$ cat src/design/hpc_pkg.sv
// constants for the host pin configuration register and its pin logic
// assumes a synchronous system clock and a shared parallel processor bus
package hpc_pkg;

  //////////////////////////////////////////////////////////////////////////////
  // command codes on the shared bus (write code is read code plus 80h)
  localparam logic [7:0]  HPC_CMD_READ     = 8'h20;  // read this register
  localparam logic [7:0]  HPC_CMD_WRITE    = 8'hA0;  // write this register

  //////////////////////////////////////////////////////////////////////////////
  // field positions
  localparam int          HPC_POS_PULLDOWN = 12;     // port pull-down source
  localparam int          HPC_POS_CLK_KEEP = 11;     // suspend clock keep
  localparam int          HPC_POS_ANA_OC   = 10;     // analog overcurrent
  localparam int          HPC_POS_ACK_MODE = 8;      // dma ack mode
  localparam int          HPC_POS_EOT_LVL  = 7;      // end-of-transfer level
  localparam int          HPC_POS_ACK_LVL  = 6;      // dma ack level
  localparam int          HPC_POS_REQ_LVL  = 5;      // dma request level
  localparam int          HPC_POS_WIDTH_HI = 4;      // bus width code msb
  localparam int          HPC_POS_WIDTH_LO = 3;      // bus width code lsb
  localparam int          HPC_POS_IRQ_LVL  = 2;      // irq output level
  localparam int          HPC_POS_IRQ_EDGE = 1;      // irq edge select
  localparam int          HPC_POS_IRQ_GATE = 0;      // irq pin gate

  //////////////////////////////////////////////////////////////////////////////
  // reset value, writable mask and the only legal width code
  localparam logic [15:0] HPC_RESET_VALUE  = 16'h0028;  // width 01, request high
  localparam logic [15:0] HPC_WRITE_MASK   = 16'h1DFF;  // bits 15..13 and 9 stay 0
  localparam logic [1:0]  HPC_WIDTH_16     = 2'h1;      // sixteen-bit bus

  //////////////////////////////////////////////////////////////////////////////
  // timing
  localparam int          HPC_IRQ_PULSE_CYC = 4;     // edge-mode pulse length
  localparam int          HPC_SYNC_RESET    = 0;     // unused; pin flops reset to SYNC_RST

endpackage : hpc_pkg

$ cat src/design/hpc_config.sv
// host pin configuration register with its bus port and pin shaping
// assumes bus strobes and data are held steady for more than three clocks
module hpc_config
  import hpc_pkg::*;
#(
  parameter int NIRQ      = 8,                     // interrupt status width
  parameter int PULSE_CYC = HPC_IRQ_PULSE_CYC      // edge-mode pulse length
) (
  input  wire logic            i_clk_sys,
  input  wire logic            i_nrst,
  // shared processor bus pins
  input  wire logic            i_cs_n,
  input  wire logic            i_rd_n,
  input  wire logic            i_wr_n,
  input  wire logic            i_a0,             // 1 command, 0 data
  input  wire logic [15:0]     i_data,
  output logic      [15:0]     o_data,
  output logic                 o_data_oe,
  // dma pins and internal dma side
  input  wire logic            i_end_of_transfer_pin,
  input  wire logic            i_host_dma_ack_pin,
  input  wire logic            i_dma_request,    // internal, active high
  output logic                 o_dma_request_pin,
  output logic                 o_end_of_transfer, // internal, active high
  output logic                 o_dma_read,       // acked read strobe
  output logic                 o_dma_write,      // acked write strobe
  // interrupt status from the status logic, same clock
  input  wire logic [NIRQ-1:0] i_irq_status,
  input  wire logic [NIRQ-1:0] i_processor_irq_mask,
  output logic                 o_host_irq_pin,
  // configuration to the port and clock logic
  output logic                 o_port_pulldown_select,
  output logic                 o_suspend_clock_keep,
  output logic                 o_analog_overcurrent_select,
  output logic                 o_bus_width_ok
);

  //////////////////////////////////////////////////////////////////////////////
  // pin synchronisers

  localparam int SW = 22;                          // strobes, data, dma inputs
  localparam logic [SW-1:0] SYNC_RST = 22'h3C000F;  // strobes, a0, data bits 15..14 and dma pins at 1

  logic [SW-1:0] pins_s;                           // synchronised pin group
  logic          cs_n_s;                           // chip select, synced
  logic          rd_n_s;                           // read strobe, synced
  logic          wr_n_s;                           // write strobe, synced
  logic          a0_s;                             // command/data select
  logic [15:0]   data_s;                           // write data, synced
  logic          eot_pin_s;                        // end-of-transfer pin
  logic          ack_pin_s;                        // dma ack pin

  hpc_sync #(.W(SW), .RST_VAL(SYNC_RST)) u_sync (
    .i_clk_sys (i_clk_sys),
    .i_nrst    (i_nrst),
    .i_async   ({i_end_of_transfer_pin, i_host_dma_ack_pin, i_data,
                 i_a0, i_wr_n, i_rd_n, i_cs_n}),
    .o_sync    (pins_s)
  );

  assign cs_n_s    = pins_s[0];
  assign rd_n_s    = pins_s[1];
  assign wr_n_s    = pins_s[2];
  assign a0_s      = pins_s[3];
  assign data_s    = pins_s[19:4];
  assign ack_pin_s = pins_s[20];
  assign eot_pin_s = pins_s[21];

  //////////////////////////////////////////////////////////////////////////////
  // bus decode

  logic        wr_n_prev_q;                        // strobe history for edge
  logic [7:0]  cmd_q;                              // last command code
  logic [15:0] cfg_q;                              // the register itself
  logic [15:0] cfg_d;
  logic        wr_end;                             // write strobe just released
  logic        cmd_wr;                             // command phase write
  logic        cfg_wr;                             // data write to register
  logic        cfg_rd;                             // data read of register

  // data latched at the end of the strobe, when it is surely settled
  assign wr_end = wr_n_s && !wr_n_prev_q && !cs_n_s;
  assign cmd_wr = wr_end && a0_s;
  assign cfg_wr = wr_end && !a0_s && (cmd_q == HPC_CMD_WRITE);
  assign cfg_rd = !cs_n_s && !rd_n_s && !a0_s && (cmd_q == HPC_CMD_READ);

  assign cfg_d = cfg_wr ? (data_s & HPC_WRITE_MASK) : cfg_q;

  // strobe history and command latch
  always_ff @(posedge i_clk_sys or negedge i_nrst) begin
    if (!i_nrst) begin
      wr_n_prev_q <= 1'b1;
      cmd_q       <= 8'h00;
    end else begin
      wr_n_prev_q <= wr_n_s;
      if (cmd_wr) begin
        cmd_q <= data_s[7:0];
      end
    end
  end

  always_ff @(posedge i_clk_sys or negedge i_nrst) begin
    if (!i_nrst) begin
      cfg_q <= HPC_RESET_VALUE;
    end else begin
      cfg_q <= cfg_d;
    end
  end

  // read data from a flop; enable follows the decoded read
  always_ff @(posedge i_clk_sys or negedge i_nrst) begin
    if (!i_nrst) begin
      o_data <= 16'h0000;
    end else begin
      o_data <= cfg_q;
    end
  end

  assign o_data_oe = cfg_rd;

  //////////////////////////////////////////////////////////////////////////////
  // static configuration outputs

  assign o_port_pulldown_select      = cfg_q[HPC_POS_PULLDOWN];
  assign o_suspend_clock_keep        = cfg_q[HPC_POS_CLK_KEEP];
  assign o_analog_overcurrent_select = cfg_q[HPC_POS_ANA_OC];
  assign o_bus_width_ok = cfg_q[HPC_POS_WIDTH_HI:HPC_POS_WIDTH_LO] == HPC_WIDTH_16;

  //////////////////////////////////////////////////////////////////////////////
  // dma pin levels

  logic ack_active;                                // ack asserted, normal mode

  assign o_dma_request_pin = i_dma_request ~^ cfg_q[HPC_POS_REQ_LVL];
  assign o_end_of_transfer = eot_pin_s ~^ cfg_q[HPC_POS_EOT_LVL];
  // ack level; reserved setting 1 never asserts, a safe answer
  assign ack_active  = !ack_pin_s && !cfg_q[HPC_POS_ACK_LVL] && !cfg_q[HPC_POS_ACK_MODE];
  assign o_dma_read  = ack_active && !rd_n_s;
  assign o_dma_write = ack_active && !wr_n_s;

  //////////////////////////////////////////////////////////////////////////////
  // interrupt pin

  logic       pending;                             // gated, masked request
  logic       pending_q;                           // for rising-edge detect
  logic [7:0] pulse_q;                             // edge pulse countdown
  logic       irq_active;                          // pin asserted, any level

  assign pending = |(i_irq_status & i_processor_irq_mask) && cfg_q[HPC_POS_IRQ_GATE];

  // edge mode pulse; a new edge restarts it
  always_ff @(posedge i_clk_sys or negedge i_nrst) begin
    if (!i_nrst) begin
      pending_q <= 1'b0;
      pulse_q   <= 8'h00;
    end else begin
      pending_q <= pending;
      if (pending && !pending_q) begin
        pulse_q <= 8'(PULSE_CYC);
      end else if (pulse_q != 8'h00) begin
        pulse_q <= pulse_q - 8'h01;
      end
    end
  end

  assign irq_active     = cfg_q[HPC_POS_IRQ_EDGE] ? (pulse_q != 8'h00) && pending : pending;
  assign o_host_irq_pin = irq_active ~^ cfg_q[HPC_POS_IRQ_LVL];

  //////////////////////////////////////////////////////////////////////////////
  // assertions

  property p_reserved_zero;
    @(posedge i_clk_sys) disable iff (!i_nrst)
    (cfg_q & ~HPC_WRITE_MASK) == 16'h0000;
  endproperty
  a_reserved_zero: assert property (p_reserved_zero) else $error("reserved bit set");

  property p_write_lands;
    @(posedge i_clk_sys) disable iff (!i_nrst)
    cfg_wr |=> cfg_q == ($past(data_s) & HPC_WRITE_MASK);
  endproperty
  a_write_lands: assert property (p_write_lands) else $error("write not stored");

  property p_pulldown;
    @(posedge i_clk_sys) disable iff (!i_nrst)
    cfg_wr |=> o_port_pulldown_select == $past(data_s[HPC_POS_PULLDOWN]);
  endproperty
  a_pulldown: assert property (p_pulldown) else $error("pull-down select wrong");

  property p_clk_keep;
    @(posedge i_clk_sys) disable iff (!i_nrst)
    cfg_wr |=> o_suspend_clock_keep == $past(data_s[HPC_POS_CLK_KEEP]);
  endproperty
  a_clk_keep: assert property (p_clk_keep) else $error("clock keep wrong");

  property p_ana_oc;
    @(posedge i_clk_sys) disable iff (!i_nrst)
    cfg_wr |=> o_analog_overcurrent_select == $past(data_s[HPC_POS_ANA_OC]);
  endproperty
  a_ana_oc: assert property (p_ana_oc) else $error("overcurrent select wrong");

  property p_ack_strobe;
    @(posedge i_clk_sys) disable iff (!i_nrst)
    cfg_q[HPC_POS_ACK_MODE] |-> !o_dma_read && !o_dma_write;
  endproperty
  a_ack_strobe: assert property (p_ack_strobe) else $error("ack used in reserved mode");

  property p_req_level;
    @(posedge i_clk_sys) disable iff (!i_nrst)
    i_dma_request |-> o_dma_request_pin == cfg_q[HPC_POS_REQ_LVL];
  endproperty
  a_req_level: assert property (p_req_level) else $error("request level wrong");

  property p_gate_off;
    @(posedge i_clk_sys) disable iff (!i_nrst)
    !cfg_q[HPC_POS_IRQ_GATE] |-> o_host_irq_pin == !cfg_q[HPC_POS_IRQ_LVL];
  endproperty
  a_gate_off: assert property (p_gate_off) else $error("irq pin active while gated");

  property p_irq_level;
    @(posedge i_clk_sys) disable iff (!i_nrst)
    !cfg_q[HPC_POS_IRQ_EDGE] |-> (o_host_irq_pin == cfg_q[HPC_POS_IRQ_LVL]) == pending;
  endproperty
  a_irq_level: assert property (p_irq_level) else $error("level irq mismatch");

  property p_irq_mask;
    @(posedge i_clk_sys) disable iff (!i_nrst)
    ((i_irq_status & i_processor_irq_mask) == '0) |-> !irq_active;
  endproperty
  a_irq_mask: assert property (p_irq_mask) else $error("unmasked irq on pin");

  // pulse covers the four cycles after the rise, then drops while pending stays
  property p_edge_pulse;
    @(posedge i_clk_sys) disable iff (!i_nrst)
    (cfg_q[HPC_POS_IRQ_EDGE] && pending && !pending_q) ##1
      (cfg_q[HPC_POS_IRQ_EDGE] && pending)[*4] |->
      (irq_active && $past(irq_active, 3)) ##1
      (!irq_active || !cfg_q[HPC_POS_IRQ_EDGE]);
  endproperty
  a_edge_pulse: assert property (p_edge_pulse) else $error("edge pulse length wrong");

  c_write: cover property (@(posedge i_clk_sys) disable iff (!i_nrst) cfg_wr);
  c_read:  cover property (@(posedge i_clk_sys) disable iff (!i_nrst) cfg_rd);
  c_edge:  cover property (@(posedge i_clk_sys) disable iff (!i_nrst)
                           cfg_q[HPC_POS_IRQ_EDGE] && irq_active);
  c_dma:   cover property (@(posedge i_clk_sys) disable iff (!i_nrst) o_dma_read);

endmodule : hpc_config

$ cat src/design/hpc_sync.sv
// two flip-flop synchroniser for a group of pins
// assumes each bit is a level that stays put longer than two clocks
module hpc_sync
  import hpc_pkg::*;
#(
  parameter int           W       = 1,             // number of bits
  parameter logic [W-1:0] RST_VAL = '0             // value held in reset
) (
  input  wire logic         i_clk_sys,
  input  wire logic         i_nrst,
  input  wire logic [W-1:0] i_async,
  output logic      [W-1:0] o_sync
);

  logic [W-1:0] meta_q;                            // first stage, read only below
  logic [W-1:0] sync_q;                            // second stage

  // two-stage capture; first stage feeds nothing but the second
  always_ff @(posedge i_clk_sys or negedge i_nrst) begin
    if (!i_nrst) begin
      meta_q <= RST_VAL;
      sync_q <= RST_VAL;
    end else begin
      meta_q <= i_async;
      sync_q <= meta_q;
    end
  end

  assign o_sync = sync_q;

endmodule : hpc_sync

$ cat config.mk
export PLATFORM = sky130hd
export DESIGN_NAME = hpc_config
export DESIGN_NICKNAME = d
export VERILOG_FILES = /design/src/design/hpc_pkg.sv /design/src/design/hpc_config.sv /design/src/design/hpc_sync.sv
export SDC_FILE = /design/constraint.sdc
export NUM_CORES = 1
export LEC_CHECK = 0
export BUFFER_PORTS_ARGS = -buffer_cell sky130_fd_sc_hd__buf_4
export CORE_AREA = 10 10 83 85
export CTS_BUF_LIST = sky130_fd_sc_hd__clkbuf_16
export DETAILED_ROUTE_END_ITERATION = 10
export DIE_AREA = 0 0 93 95
export PLACE_DENSITY = 0.78
export SYNTH_ARGS = -nofsm -noshare
export SYNTH_HDL_FRONTEND = slang
export SYNTH_SLANG_ARGS = --single-unit
$ cat constraint.sdc
create_clock -name i_clk_sys -period 2.67 [get_ports i_clk_sys]
set_clock_uncertainty 0.05 [all_clocks]
set_input_delay 0.1335 -clock i_clk_sys [delete_from_list [all_inputs] [get_ports i_clk_sys]]
set_output_delay 0.1335 -clock i_clk_sys [all_outputs]
set_load 0.02 [all_outputs]
==> flow_metrics.tcl <==
set metrics [dict create \
    peakVddDrop_uv 738 \
    post-route-util_pct 70.0 \
    drc 0 \
    cts_tree "built" \
    coreArea_mm2 0.00534 \
    endpoint_kind "output pin" \
    yosys-top-cells-area "dfrtp_1, dfstp_2, mux2_4" \
    hold_ws_ns 0.196 \
    synthMostInstantiatedCell "dfrtp_1" \
    area_growth_pct 37.5 \
    antenna_found_initial 0 \
    crit_family "simple AND/OR/NAND/NOR gates" \
    arrival_ns 2.05 \
    vias 1597 \
    cpPeakStageDelay_ns 0.39 \
    worst_pin_slew_ns 0.910 \
    ys_async_sr_fraction_pct 100 \
    critical_path_class "reg2out" \
    hold_viol 0 \
    synth_edf_count 0 \
    top_layer "met4" \
    via_per_inst 4.88 \
    min_period_over_period_pct 83.6 \
    cp_num_buf_inv 2 \
    finalMaxSlewViolations 0 \
    max_clock_freq_mhz 448 \
    fp.dieH_um 95 \
    wl_met3_um 361 \
    grt_max_degree 79 \
    htree_levels 3 \
    grt_usage_pct 13.0 \
    dp_hpwl_um 3410 \
    pin_count 67 \
    yosysSeqAreaShare_pct 72.5 \
    drt_iter0_drc 49 \
    dr.pass1.iters 4 \
    gp_congestion 0.793 \
    ant_nets 0 \
    cts_root_buf "clkbuf_16" \
    synth.top_cell.area_share_pct 58.0 \
    ys_ff_latch 78 \
    fin_crit_ns 2.23 \
    hold_class "in2reg" \
    setup_tns_ns 0 \
    setup_viol 0 \
    power_density_mw_per_mm2 866 \
    start_util_pct 50.9 \
    wl_met1_um 2150 \
    p_leak_nw 1.79 \
    grt_pass1_vias 1773 \
    path_cells "inv_1, ha_1, nor2b_1, nand2_1, nor2_2, a211o_1, xor2_1, buf_4" \
    io_buffer_count 58 \
    diodes 0 \
    dieArea_mm2 0.00884 \
    routed_wl_um 5270 \
    drive_gt1_share_pct 45.1 \
    synth_commonest_cells "dfrtp_1, dfstp_2, nor2_1" \
    syn_area_mm2 0.00272 \
    clock_latency_ns 0.33 \
    wl_per_cell_um 16.1 \
    numCtsBuffers 9 \
    post_cts_resized 0 \
    wl_met2_um 2660 \
    finalNetCount 293 \
    maxCapViolCount 0 \
    preCtsSetupSlack_ns 0.632 \
    crit_slowest_cell "dfrtp_1" \
    power_mw 3.23 \
    synth.distinct_cells 35 \
    path_max_fanout 3 \
    yosys_warnings 0 \
    overflow 0 \
    grt_pass1_wl_um 8850 \
    synthCells 165 \
    cts.reportedPaths.clkPinSlew_ns 0.06 \
    worst_slack_ns 0.437 \
    die_width_um 93 \
    crit_required_ns 2.49 \
    std_cell_rows 27 \
    yosysTopAreaCell "dfrtp_1" \
    outcome "finished, final reports clean" \
    synth_ff_type "dfrtp_1" \
    rsz0062_at_grt "false" \
    cts-root-to-sink-buffers 2 \
    slew_headroom_pct 39.3 \
    avgSynthCellArea_um2 16.5 \
    critPathLaunchType "register" \
    cts_sinks 78 \
]
[per-stage QoR]
| step | area (µm²) | std cells |
|---|---|---|
| 6_report | 3730 | 327 |
| 5_1_grt | 3730 | 327 |
| 4_1_cts | 3730 | 327 |
| 3_5_place_dp | 3210 | 292 |
| 3_3_place_gp | 3210 | 292 |
| 2_1_floorplan | 2730 | 168 |
[area by class of cell]
type / count / area, µm²
Sequential cell: 78 / 1970
Fill cell: 361 / 1600
Multi-Input combinational cell: 80 / 696
Timing Repair Buffer: 77 / 626
Clock buffer: 9 / 225
Clock inverter: 7 / 113
Tap cell: 72 / 90.1
Inverter: 4 / 15.0
[worst reg2reg max path, delay by kind of cell, from the launching register on]
kind | cells | cell delay, ns
simple gates | 2 | 0.86
mux | 1 | 0.50
flops | 1 | 0.54
[state kept, by name, indices dropped and copies added, names as in the netlist]
name / flops
cfg_q: 12
pulse_q: 8
cmd_q: 8
wr_n_prev_q: 1
pending_q: 1
o_data: 12
u_sync.meta_q: 18
u_sync.o_sync: 18
[path summary, 6_finish.rpt]
| path | from | endpoint | slack [ns] | depth (start not counted) |
|---|---|---|---|---|
| setup reg to reg | u_sync.o_sync[2] | cfg_q[7] | 0.61 | 3 |
| max in group asynchronous | i_nrst | o_data[5] | 1.56 | 2 |
| hold reg to reg | u_sync.meta_q[7] | u_sync.o_sync[7] | 0.29 | 0 |
| setup / recovery | pulse_q[0] | o_host_irq_pin | 0.44 | 8 |
| hold / removal | i_irq_status[7] | pending_q | 0.20 | 4 |
| min in group asynchronous | i_nrst | u_sync.meta_q[11] | 0.44 | 2 |
[cells by family (layout without fill, tap and decap cells)]
group | Yosys count | in the layout | synth area share (%)
compound gates | 9 | 9 | 2.49
xor+xnor | 5 | 5 | 1.61
fa+ha+maj | 2 | 2 | 0.921
buf+inv | 10 | 97 | 2.26
flops | 78 | 78 | 72.5
mux | 22 | 22 | 10.4
other cells | 1 | 4 | 0.138
simple gates | 38 | 38 | 9.63
[metal layers]
| metal | up-vias | track usage, % |
|---|---|---|
| li1 | 732 | - |
| met5 | - | 0 |
| met4 | 0 | 7.33 |
| met3 | 10 | 5.08 |
| met2 | 47 | 21.5 |
| met1 | 808 | 14.1 |
[layout by cell type, fill, tap and decap left out, drive strengths merged]
master | netlist | routed
dfrtp | 63 | 63
and2 | 2 | 2
a22oi | 2 | 2
nand4 | 1 | 1
or3 | 1 | 1
a211o | 2 | 2
nor4 | 6 | 6
ha | 2 | 2
mux2i | 2 | 2
a221oi | 1 | 1
nor2b | 3 | 3
conb | 1 | 4
inv | 4 | 4
a21oi | 2 | 2
dfstp | 15 | 15
clkinv | 0 | 2
bufinv | 0 | 3
buf | 6 | 58
a22o | 1 | 1
nor2 | 12 | 12
xor2 | 1 | 1
nor3b | 1 | 1
clkbuf | 0 | 9
xnor2 | 4 | 4
and3 | 1 | 1
nor4b | 1 | 1
nand2 | 4 | 4
dlygate4sd3 | 0 | 19
mux2 | 20 | 20
clkinvlp | 0 | 2
nor3 | 6 | 6
a211oi | 1 | 1
[report_power, final]
part | total [mW] | switching (mW) | leakage (nW) | internal (mW)
clock network | 1.37 | 0.461 | 0.157 | 0.906
logic | 0.414 | 0.194 | 0.686 | 0.220
registers | 1.45 | 0.130 | 0.950 | 1.32
total | 3.23 | 0.786 | 1.79 | 2.45
[repair_timing]
item | in CTS | in global routing
setup buffers | 0 | 0
endpoints found under the hold margin | 81 | 0
hold buffers | 19 | 0
No activity file was read; power rests on OpenSTA's default activity.
